## src/design/phy_mmd_regs.svh

```systemverilog
// Register indices, field positions, reset values and codes of the bank.
`ifndef PHY_MMD_REGS_SVH
`define PHY_MMD_REGS_SVH

`define IDX_SOFT_RESET 6'h00
`define IDX_ACC_CTRL 6'h0D
`define IDX_ACC_DATA 6'h0E
`define IDX_EXT_STATUS 6'h0F
`define IDX_FUNC_CTRL 6'h10
`define IDX_LINE_STATUS 6'h1F

`define FUNC_HI 15
`define FUNC_LO 14
`define DEVAD_HI 4
`define DEVAD_LO 0
`define CROSS_HI 6
`define CROSS_LO 5
`define CRS_ON_TX_BIT 3
`define SQE_TEST_BIT 2
`define SOFT_RESET_BIT 15

`define FUNC_ADDRESS 2'h0
`define FUNC_DATA 2'h1
`define FUNC_DATA_INC_RW 2'h2
`define FUNC_DATA_INC_WR 2'h3

`define DEVAD_MMD1 5'h01
`define DEVAD_MMD3 5'h03
`define DEVAD_MMD7 5'h07

`define CROSS_STRAIGHT 2'h0
`define CROSS_CROSSED 2'h1
`define CROSS_RESERVED 2'h2
`define CROSS_AUTO 2'h3

`define SPEED_10 2'h0
`define SPEED_100 2'h1

`define EXT_STATUS_VALUE 16'h2000
`define ACC_CTRL_RESET 16'h0000
`define ACC_DATA_RESET 16'h0000
`define ADDR_STEP 16'h0001
`define ZERO_WORD 32'h0000_0000
`define ACC_FUNC_RESET 2'h0
`define ACC_DEVAD_RESET 5'h00
`define LINE_CROSS_HI 3
`define LINE_CROSS_LO 2
`define LINE_CRS_BIT 1
`define LINE_HB_BIT 0

`endif

```

## src/design/phy_mmd_pkg.sv

```systemverilog
// Types shared by the indirect access and function control bank.
package phy_mmd_pkg;

    typedef struct packed {
        logic [1:0] speed;
        logic fullDuplex;
        logic txActive;
        logic rxActive;
    } lineState_t;

    typedef struct packed {
        logic [1:0] crossoverMode;
        logic carrierSense;
        logic heartbeatEnable;
    } lineCtrl_t;

endpackage : phy_mmd_pkg

```

## src/design/mmd_space.sv

```systemverilog
// One device register space of the indirect access path.
`include "phy_mmd_regs.svh"
module mmd_space #(
    parameter int DEPTH = 32,
    parameter int AW = 5
) (
    input wire logic sys_clk,
    input wire logic srst,
    input wire logic wrEn,
    input wire logic [AW-1:0] addr,
    input wire logic [15:0] wdata,
    output logic [15:0] rdata
);

    logic [15:0] mem [DEPTH];

    always_ff @(posedge sys_clk)
    begin
        if (srst)
        begin
            for (int i = 0; i < DEPTH; i++)
            begin
                mem[i] <= `ACC_DATA_RESET;
            end
        end
        else if (wrEn)
        begin
            mem[addr] <= wdata;
        end
    end

    assign rdata = mem[addr];

endmodule : mmd_space

```

## src/design/phy_mmd_access_and_function_ctrl.sv

```systemverilog
// APB register bank for indirect device-space access and function control.
//
// The implementer's own choice: the APB slave port.
`include "phy_mmd_regs.svh"

// Notes on behaviour
// - Function 11 increments address after writes only.
// - Function 00 address, 01 plain, 10 increments always.
// - Device address selects spaces 1, 3, 7.
// - Function 00: data register holds the address.
// - Other functions: data register reaches stored address.
// - Extended status reads only bit 13 set.
// - Crossover field resets to auto, four encodings.
// - New crossover mode waits for software reset.
// - Carrier on transmit only when bit 3 set.
// - Bit 2 enables heartbeat test, srst clears it (software reset does not).
// - Heartbeat test suppressed in full duplex.
module phy_mmd_access_and_function_ctrl #(
    parameter int MMD_DEPTH = 32
) (
    input wire logic sys_clk,
    input wire logic srst,
    input wire logic psel,
    input wire logic penable,
    input wire logic pwrite,
    input wire logic [7:0] paddr,
    input wire logic [31:0] pwdata,
    output logic [31:0] prdata,
    output logic pready,
    output logic pslverr,
    input wire phy_mmd_pkg::lineState_t lineState,
    output phy_mmd_pkg::lineCtrl_t lineCtrl
);

    localparam int AW = $clog2(MMD_DEPTH);
    localparam int NSPACE = 3;

    logic [1:0] accFunc_r;
    logic [4:0] devAddr_r;
    logic [15:0] mmdAddr_r;
    logic [1:0] crossPend_r;
    logic [1:0] crossAct_r;
    logic crsOnTx_r;
    logic sqeEn_r;
    logic [31:0] prdata_r;
    logic pslverr_r;
    phy_mmd_pkg::lineCtrl_t lineCtrl_r;

    logic setupPh;
    logic accessPh;
    logic wrAcc;
    logic [5:0] regIdx;
    logic mapped;
    logic dataAcc;
    logic dataWr;
    logic swRstPulse;
    logic inRange;
    logic [NSPACE-1:0] spaceSel;
    logic [15:0] spaceRd [NSPACE];
    logic [15:0] memRd;
    logic [31:0] rdMux;
    logic crsModeOk;

    assign setupPh = psel && !penable;
    assign accessPh = psel && penable;
    assign wrAcc = accessPh && pwrite;
    assign regIdx = paddr[7:2];
    assign pready = accessPh;
    assign prdata = prdata_r;
    assign pslverr = accessPh && pslverr_r;
    assign lineCtrl = lineCtrl_r;

    always_comb
    begin
        case (regIdx)
            `IDX_SOFT_RESET, `IDX_ACC_CTRL, `IDX_ACC_DATA,
            `IDX_EXT_STATUS, `IDX_FUNC_CTRL, `IDX_LINE_STATUS:
                mapped = 1'b1;
            default:
                mapped = 1'b0;
        endcase
    end

    assign dataAcc = accessPh && (regIdx == `IDX_ACC_DATA);
    assign dataWr = dataAcc && pwrite && (accFunc_r != `FUNC_ADDRESS);
    assign swRstPulse = wrAcc && (regIdx == `IDX_SOFT_RESET)
        && pwdata[`SOFT_RESET_BIT];
    assign inRange = (32'(mmdAddr_r) < MMD_DEPTH);

    genvar g;
    generate
        for (g = 0; g < NSPACE; g++)
        begin : g_space
            localparam logic [4:0] CODE = (g == 0) ? `DEVAD_MMD1 :
                (g == 1) ? `DEVAD_MMD3 : `DEVAD_MMD7;
            assign spaceSel[g] = (devAddr_r == CODE);
            mmd_space #(
                .DEPTH(MMD_DEPTH),
                .AW(AW)
            ) u_space (
                .sys_clk(sys_clk),
                .srst(srst),
                .wrEn(dataWr && spaceSel[g] && inRange),
                .addr(mmdAddr_r[AW-1:0]),
                .wdata(pwdata[15:0]),
                .rdata(spaceRd[g])
            );
        end
    endgenerate

    always_comb
    begin
        memRd = `ACC_DATA_RESET;
        for (int i = 0; i < NSPACE; i++)
        begin
            if (spaceSel[i] && inRange)
            begin
                memRd = memRd | spaceRd[i];
            end
        end
    end

    // read back address in address mode
    always_comb
    begin
        rdMux = `ZERO_WORD;
        case (regIdx)
            `IDX_ACC_CTRL:
            begin
                rdMux[`FUNC_HI:`FUNC_LO] = accFunc_r;
                rdMux[`DEVAD_HI:`DEVAD_LO] = devAddr_r;
            end
            `IDX_ACC_DATA:
            begin
                rdMux[15:0] = (accFunc_r == `FUNC_ADDRESS) ? mmdAddr_r
                    : memRd;
            end
            `IDX_EXT_STATUS:
            begin
                rdMux[15:0] = `EXT_STATUS_VALUE;
            end
            `IDX_FUNC_CTRL:
            begin
                rdMux[`CROSS_HI:`CROSS_LO] = crossPend_r;
                rdMux[`CRS_ON_TX_BIT] = crsOnTx_r;
                rdMux[`SQE_TEST_BIT] = sqeEn_r;
            end
            `IDX_LINE_STATUS:
            begin
                rdMux[`LINE_CROSS_HI:`LINE_CROSS_LO] = lineCtrl_r.crossoverMode;
                rdMux[`LINE_CRS_BIT] = lineCtrl_r.carrierSense;
                rdMux[`LINE_HB_BIT] = lineCtrl_r.heartbeatEnable;
            end
            default:
                rdMux = `ZERO_WORD;
        endcase
    end

    // Read data and error are captured in the setup cycle.
    always_ff @(posedge sys_clk)
    begin
        if (srst)
        begin
            prdata_r <= `ZERO_WORD;
            pslverr_r <= 1'b0;
        end
        else if (setupPh)
        begin
            prdata_r <= pwrite ? `ZERO_WORD : rdMux;
            pslverr_r <= !mapped;
        end
    end

    always_ff @(posedge sys_clk)
    begin
        if (srst)
        begin
            accFunc_r <= `ACC_FUNC_RESET;
            devAddr_r <= `ACC_DEVAD_RESET;
        end
        else if (wrAcc && (regIdx == `IDX_ACC_CTRL))
        begin
            accFunc_r <= pwdata[`FUNC_HI:`FUNC_LO];
            devAddr_r <= pwdata[`DEVAD_HI:`DEVAD_LO];
        end
    end

    // post increment after the data access
    always_ff @(posedge sys_clk)
    begin
        if (srst)
        begin
            mmdAddr_r <= `ACC_DATA_RESET;
        end
        else if (dataAcc)
        begin
            case (accFunc_r)
                `FUNC_ADDRESS:
                begin
                    if (pwrite)
                    begin
                        mmdAddr_r <= pwdata[15:0];
                    end
                end
                `FUNC_DATA_INC_RW:
                begin
                    mmdAddr_r <= mmdAddr_r + `ADDR_STEP;
                end
                `FUNC_DATA_INC_WR:
                begin
                    if (pwrite)
                    begin
                        mmdAddr_r <= mmdAddr_r + `ADDR_STEP;
                    end
                end
                default:
                    mmdAddr_r <= mmdAddr_r;
            endcase
        end
    end

    always_ff @(posedge sys_clk)
    begin
        if (srst)
        begin
            crossPend_r <= `CROSS_AUTO;
            crsOnTx_r <= 1'b0;
            sqeEn_r <= 1'b0;
        end
        else if (wrAcc && (regIdx == `IDX_FUNC_CTRL))
        begin
            crossPend_r <= pwdata[`CROSS_HI:`CROSS_LO];
            crsOnTx_r <= pwdata[`CRS_ON_TX_BIT];
            sqeEn_r <= pwdata[`SQE_TEST_BIT];
        end
    end

    // crossover mode applied on software reset
    always_ff @(posedge sys_clk)
    begin
        if (srst)
        begin
            crossAct_r <= `CROSS_AUTO;
        end
        else if (swRstPulse && (crossPend_r != `CROSS_RESERVED))
        begin
            crossAct_r <= crossPend_r;
        end
    end

    assign crsModeOk = (lineState.speed == `SPEED_100)
        || ((lineState.speed == `SPEED_10) && !lineState.fullDuplex);

    always_ff @(posedge sys_clk)
    begin
        if (srst)
        begin
            lineCtrl_r <= '0;
        end
        else
        begin
            lineCtrl_r.crossoverMode <= crossAct_r;
            lineCtrl_r.carrierSense <= lineState.rxActive
                || (lineState.txActive && crsOnTx_r && crsModeOk);
            lineCtrl_r.heartbeatEnable <= sqeEn_r && !lineState.fullDuplex;
        end
    end

    a_incr_write_only: assert property (
        @(posedge sys_clk) disable iff (srst)
        (dataAcc && accFunc_r == `FUNC_DATA_INC_WR)
        |=> (mmdAddr_r == ($past(pwrite) ? 16'($past(mmdAddr_r) + 1)
            : $past(mmdAddr_r))))
        else $error("address step wrong for write-only increment");

    a_incr_both: assert property (
        @(posedge sys_clk) disable iff (srst)
        (dataAcc && accFunc_r == `FUNC_DATA_INC_RW)
        |=> mmdAddr_r == 16'($past(mmdAddr_r) + 1))
        else $error("address not stepped after data access");

    a_devad_decode: assert property (
        @(posedge sys_clk) disable iff (srst)
        $countones(spaceSel) <= 1
        && ((devAddr_r == `DEVAD_MMD7) == spaceSel[2]))
        else $error("device space decode wrong");

    a_addr_mode_read: assert property (
        @(posedge sys_clk) disable iff (srst)
        (setupPh && !pwrite && regIdx == `IDX_ACC_DATA
            && accFunc_r == `FUNC_ADDRESS)
        |=> prdata[15:0] == $past(mmdAddr_r))
        else $error("address mode read does not return address");

    a_data_mode_read: assert property (
        @(posedge sys_clk) disable iff (srst)
        (setupPh && !pwrite && regIdx == `IDX_ACC_DATA
            && accFunc_r != `FUNC_ADDRESS)
        |=> prdata[15:0] == $past(memRd))
        else $error("data mode read does not return register");

    a_ext_status: assert property (
        @(posedge sys_clk) disable iff (srst)
        (setupPh && !pwrite && regIdx == `IDX_EXT_STATUS)
        |=> prdata == 32'h0000_2000)
        else $error("extended status value wrong");

    a_cross_reset: assert property (
        @(posedge sys_clk)
        $past(srst) |-> crossAct_r == 2'h3 && crossPend_r == 2'h3)
        else $error("crossover mode not automatic after reset");

    a_cross_hold: assert property (
        @(posedge sys_clk) disable iff (srst)
        !swRstPulse |=> $stable(crossAct_r))
        else $error("crossover mode changed without software reset");

    a_crs_tx: assert property (
        @(posedge sys_clk) disable iff (srst)
        (!lineState.rxActive && lineState.txActive && !crsOnTx_r)
        |=> !lineCtrl.carrierSense)
        else $error("carrier sense asserted on transmit while disabled");

    a_sqe_full: assert property (
        @(posedge sys_clk) disable iff (srst)
        lineState.fullDuplex |=> !lineCtrl.heartbeatEnable)
        else $error("heartbeat test enabled in full duplex");

    a_sqe_enable: assert property (
        @(posedge sys_clk) disable iff (srst)
        (sqeEn_r && !lineState.fullDuplex) |=> lineCtrl.heartbeatEnable)
        else $error("heartbeat test not enabled");

endmodule : phy_mmd_access_and_function_ctrl

```

## config.mk

```make
export PLATFORM = sky130hd
export DESIGN_NAME = phy_mmd_access_and_function_ctrl
export DESIGN_NICKNAME = d
export VERILOG_FILES = /design/src/design/phy_mmd_pkg.sv /design/src/design/mmd_space.sv /design/src/design/phy_mmd_access_and_function_ctrl.sv
export VERILOG_INCLUDE_DIRS = /design/src /design/src/design
export SDC_FILE = /design/constraint.sdc
export NUM_CORES = 2
export LEC_CHECK = 0
export BUFFER_PORTS_ARGS = -buffer_cell sky130_fd_sc_hd__clkbuf_2
export CAP_MARGIN = 25
export CORE_MARGIN = 5
export CORE_UTILIZATION = 40
export CTS_BUF_LIST = sky130_fd_sc_hd__clkbuf_4 sky130_fd_sc_hd__clkbuf_8 sky130_fd_sc_hd__clkbuf_16
export CTS_CLUSTER_DIAMETER = 40
export DETAILED_ROUTE_END_ITERATION = 8
export GPL_TIMING_DRIVEN = 0
export MAX_ROUTING_LAYER = met4
export PLACE_DENSITY = 0.6
export SETUP_SLACK_MARGIN = 0.3
export SLEW_MARGIN = 20
export SYNTH_ARGS = -nofsm -noshare
export SYNTH_HDL_FRONTEND = slang
export SYNTH_SLANG_ARGS = --single-unit
```

## constraint.sdc

```tcl
create_clock -name sys_clk -period 4.6 [get_ports sys_clk]
set_input_delay 0.69 -clock sys_clk [delete_from_list [all_inputs] [get_ports sys_clk]]
set_output_delay 0.69 -clock sys_clk [all_outputs]
set_load 0.05 [all_outputs]
```

Word-level counts from Yosys, hierarchy flattened:

Memories as Yosys holds them, arrays and structs flattened. A register that Yosys moved wholly into a read port is not among the register bits.
Cells that the tools add are included.

* flip-flop bits (word level): 66
* latch bits: 0
* memory bits (writable): 1536
* memory bits (read-only): 0
* input bits: 50
* output and inout port bits: 38
* word-level logic and storage cells: 114
* memories kept: 3

* add/sub/neg operators: 1
* multiply operators: 0
* div/mod/pow operators: 0
* order comparisons: 1
* equality and inequality tests: 14
* shifts and indexed selects: 0
* muxes and demuxes: 41
* bitwise operators: 2
* reductions and logical operators: 40

Memory list
* g_space[0].u_space.mem: depth 32, width 16, read ports 1, clocked after Yosys merged registers in 1, write ports 32, line mmd_space.sv:15 `logic [15:0] mem [DEPTH];`
* g_space[1].u_space.mem: depth 32, width 16, read ports 1, clocked after Yosys merged registers in 1, write ports 32, line mmd_space.sv:15
* g_space[2].u_space.mem: depth 32, width 16, read ports 1, clocked after Yosys merged registers in 1, write ports 32, line mmd_space.sv:15

Operators with widths (count)
* 2-to-1 mux 16 bit: 10
* one-hot mux 16 bit (3 select lines): 1
* OR reduction 16 bit: 3
* 2-to-1 mux 5 bit: 9
* bitwise OR 16 bit: 2
* logical AND 1 bit: 25
* equality test 6 x 4 -> 1 bit (second input constant): 3
* adder 16 x 1 -> 16 bit (second input constant): 1
* < comparator 16 x 6 -> 1 bit (second input constant): 1
* 2-to-1 mux 1 bit: 15
* one-hot mux 7 bit (2 select lines): 1
* equality test 6 x 5 -> 1 bit (second input constant): 2
* one-hot mux 2 bit (2 select lines): 2
* one-hot mux 2 bit (4 select lines): 1
* logical NOT 6 bit: 1
* inequality test 2 bit (second input constant): 3
* one-hot mux 2 bit (3 select lines): 1
* OR reduction 6 bit: 1
* equality test 5 x 1 -> 1 bit (second input constant): 1
* equality test 5 x 2 -> 1 bit (second input constant): 1
* equality test 5 x 3 -> 1 bit (second input constant): 1
* equality test 2 bit (second input constant): 2
* logical NOT 2 bit: 2
* AND reduction 4 bit: 1
* 6 further kinds: 9

Longest topological paths before layout:

* depth after elaboration: 11
* mapped depth: 13
* mapped depth without buffers: 7

Cells and area by module:

A second synthesis with hierarchy kept.

* cell total of the unflattened synthesis: 5495
* area total of the unflattened synthesis: 74516.5 um^2

By module, submodules not included
* mmd_space (g_space[1].u_space ...): times used 2, cells each 1699, area an instance 23841.6 um^2, seq. area each 15374.7 um^2
* mmd_space (g_space[0].u_space): times used 1, cells each 1699, area an instance 23570.1 um^2, seq. area each 15374.7 um^2
* phy_mmd_access_and_function_ctrl: times used 1, cells each 398, area an instance 3263.1 um^2, seq. area each 1001.0 um^2

Worst setup path after synthesis:

Ideal clock, no wire load.

* path type: input -> register
* from: in penable
* to: mem g_space[0].u_space.mem[19][0] (enable)
* library setup time: 411 ps
* arrival time: 3572 ps
* data required time: 4189 ps
* setup slack: 617 ps
* stages: 7
* buffers on the path: 2
* cell sequence: and2_1 -> clkbuf_1 -> nand2_1 -> nor4_4 -> nand3_2 -> clkbuf_1 -> o21ai_0

RTL lines
* start: declaration: line phy_mmd_access_and_function_ctrl.sv:24 `input wire logic penable,`
* end: declaration: line mmd_space.sv:15

==> results.yml <==
sta:
  rsz0062_at_grt: "no"
  hold_viol_final: 0
  setup_viol: 0
  finClkSkew_ns: 0.0575
  fin_crit_ns: 4.48
  min_period_over_period: 0.973
  clock.fmax_mhz: 223
  hold_ws_ns: 0.111
  relSlewSlack: 0.163
  slew_violations: 0
  worst_pin_slew_ns: 1.26
  fin_setup_tns_ns: 0
setup_path:
  crit_path_cell_trace: "clkbuf_1, clkbuf_1, clkbuf_1, clkbuf_2, a211oi_1, a211oi_1, a31oi_2, a31oi_1, a21o_1"
  worstSetupPathType: "reg2reg"
  crit_family: "buffers and inverters"
  cp_max_fo: 10
  rr_worst_depth: 9
  r2r_end: "prdata[12]"
  critPathLaunchType: "register"
  worstPathArrival_ns: 5.28
  worst-endpoint-required_ns: 5.41
  crit_top_cell: "clkbuf_1"
  end_kind: "register"
  reg2reg_slack_ns: 0.12
  worst_path_max_delay_cell: "clkbuf_1"
  critPathBufInv: 4
  endpoint: "prdata[12]"
  worst_path_largest_cell_delay_ns: 0.82
  cp_num_cells: 9
global_route:
  grt_max_degree: 19
  track_usage: 0.319
  grt_pass1_vias: 46300
  grt_pass1_wl_mm: 401
  antenna_found_initial: 34
  grt-ovfl-total: 0
pwr:
  irDropWorstVdd_mv: 0.392
  pwr_density_cell_nw_per_um2: 420
  p_leak_nw: 30.3
yosys:
  synth_mux_area_frac: 0.138
  yosys_most_used_dff: "edfxtp_1"
  synthCells: 4821
  synthArstFlopShare: 0
  synth_top_family_by_area: "simple AND/OR/NAND/NOR gates"
  syn_area_per_cell_sq_um: 15.2
  synth_seq_cells: 1591
  seq_area_frac_synth: 0.643
  synth_cell_type_count: 69
  synthXorXnorAreaFrac: 0
  yosys.area_share.simple: 0.160
  synth_area_sq_um: 73400
  synth_compound_area_frac: 0.0290
  synth_edf_count: 1536
  synth_warnings: 0
  synthAdderAreaFrac: 0.000955
die:
  pin_count: 88
  fp.dieH_um: 438
  core-area_sq_um: 183000
  die_x_um: 438
  rows: 157
  dieArea_sq_um: 192000
  start_util: 0.401
routing:
  ant_nets: 0
  drc_errors: 0
  firstDrtPassIters: 6
  wl_per_cell_um: 38.0
  drt-vias-per-instance: 6.00
  routed_wl_mm: 302
  vias: 47700
  drtIter0Drc: 7626
status:
  status: "finished, final reports clean"
clock_tree:
  cts.clk_slew.worst_paths_ns: 0.06
  cts_inserted_buffers: 238
  root_buffer: "clkbuf_16"
  cts_tree: "built"
  clock_path_buffers: 3
  h-tree-depth: 4
  cts.sinks: 1591
  clock_latency_ns: 0.87
place:
  place_congestion: 1.04
  place_hpwl_mm: 221
  place_area_sq_um: 79200
  portBuffers: 39
layout:
  final_common_cell: "and2_1"
  layout_common_cells: "1554 x and2_1, 1536 x edfxtp_1, 427 x mux4_2"
  fillers: 15700
  drive_above_1_share: 0.253
  finish.utilization: 0.481
  fin_area_sq_um: 88000
  final_nets: 5289
  areaGrowthSynthToFinish_pct: 19.8
run:
  drv_cap: 0
min_path:
  hold_class: "in2reg"
[power by group]
group	switching [mW]	total, mW	leakage [nW]	internal, mW
clock	7.59	18.8	4.02	11.2
sequential	0.195	16.6	15.5	16.4
combinational	1.07	1.50	10.7	0.436
total	8.85	37.0	30.3	28.1
[through the flow]
step	cells	worst slack [ns]	power, mW
after global routing	7929	0.306	37.7
after floorplan	4836	0.617	17.5
after global placement	7339	-1.98	18.2
after detailed placement	7450	-1.02	18.4
after CTS	7908	0.249	36.9
final	7941	0.123	37.0
[per-layer routing]
metal | up-vias | share of wire | GRT usage
met5 | - | 0 | -
met4 | 0 | 0.071 | 0.189
met3 | 801 | 0.12 | 0.0923
met2 | 3269 | 0.45 | 0.464
met1 | 24800 | 0.36 | 0.398
li1 | 18800 | - | -
[flip-flops by register name, indices dropped and copies added (netlist names), named ones only]
register,flops
sqeEn_r,1
accFunc_r,2
crsOnTx_r,1
lineCtrl,4
g_space.u_space.mem,1536
crossPend_r,2
mmdAddr_r,16
devAddr_r,5
crossAct_r,2
prdata,16
pslverr_r,1
[logic make-up (layout without fill, tap and decap cells)]
family	count (synthesis)	in the layout
and+or+nand+nor	1925	1925
other	1	44
DFF	1591	1591
buffers and inverters	477	1090
AOI/OAI and AO/OA	342	342
muxes	479	479
adders and majority gates	6	6
[synth_stat cells, types with 48 or more instances]
master       n  area share
buf_2       53      0.0036
mux4_2     427        0.13
nand2_1     91      0.0047
edfxtp_1  1536        0.63
o21ai_0    136      0.0093
nor2_1      87      0.0044
dfxtp_1     55       0.015
and2_1    1554        0.13
a22oi_1     61      0.0062
clkbuf_1   324       0.017
a21oi_1     52      0.0035
mux2i_1     48      0.0065
[layout make-up]
class                   instances  area [sq um]  area share
inverters                      12          48.8    0.000555
repair buffers                159          2010      0.0229
multi-input cells            2768         24800       0.282
diodes                         28          70.1    0.000797
well taps                    2464          3080      0.0351
clock inverters               198          2260      0.0257
clock buffers                 256          6140      0.0698
plain buffers                 465          2280      0.0260
flip-flops and latches       1591         47200       0.537
[how the worst min path moves through the flow]
stage	to	start	cells after the start	slack [ns]
2_1_floorplan	crossAct_r[0]	crossAct_r[0]	2	0.43
4_1_cts	lineCtrl[1]	lineState[4]	4	0.07
6_report	lineCtrl[1]	lineState[4]	4	0.11
5_1_grt	lineCtrl[1]	lineState[4]	4	0.12
3_5_place_dp	lineCtrl[3]	crossAct_r[1]	1	0.47
3_3_place_gp	lineCtrl[3]	crossAct_r[1]	1	0.47
[tightest hold or removal path, stage by stage]
cell	delay [ns]
clkbuf_2	0.07
nor3_1	0.04
nor2_1	0.09
nor2_1	0.04
[repair_timing]
| action | CTS | global route |
|---|---|---|
| endpoints found under the hold margin | 2 | 0 |
| resized for setup | 62 | 13 |
| pin swaps | 0 | 1 |
| setup endpoints to repair | 16 | 17 |
| hold buffers | 2 | 0 |
| cloned | 0 | 0 |
| buffers inserted | 2 | 0 |
Note: power is estimated with default switching activity, not from simulation.
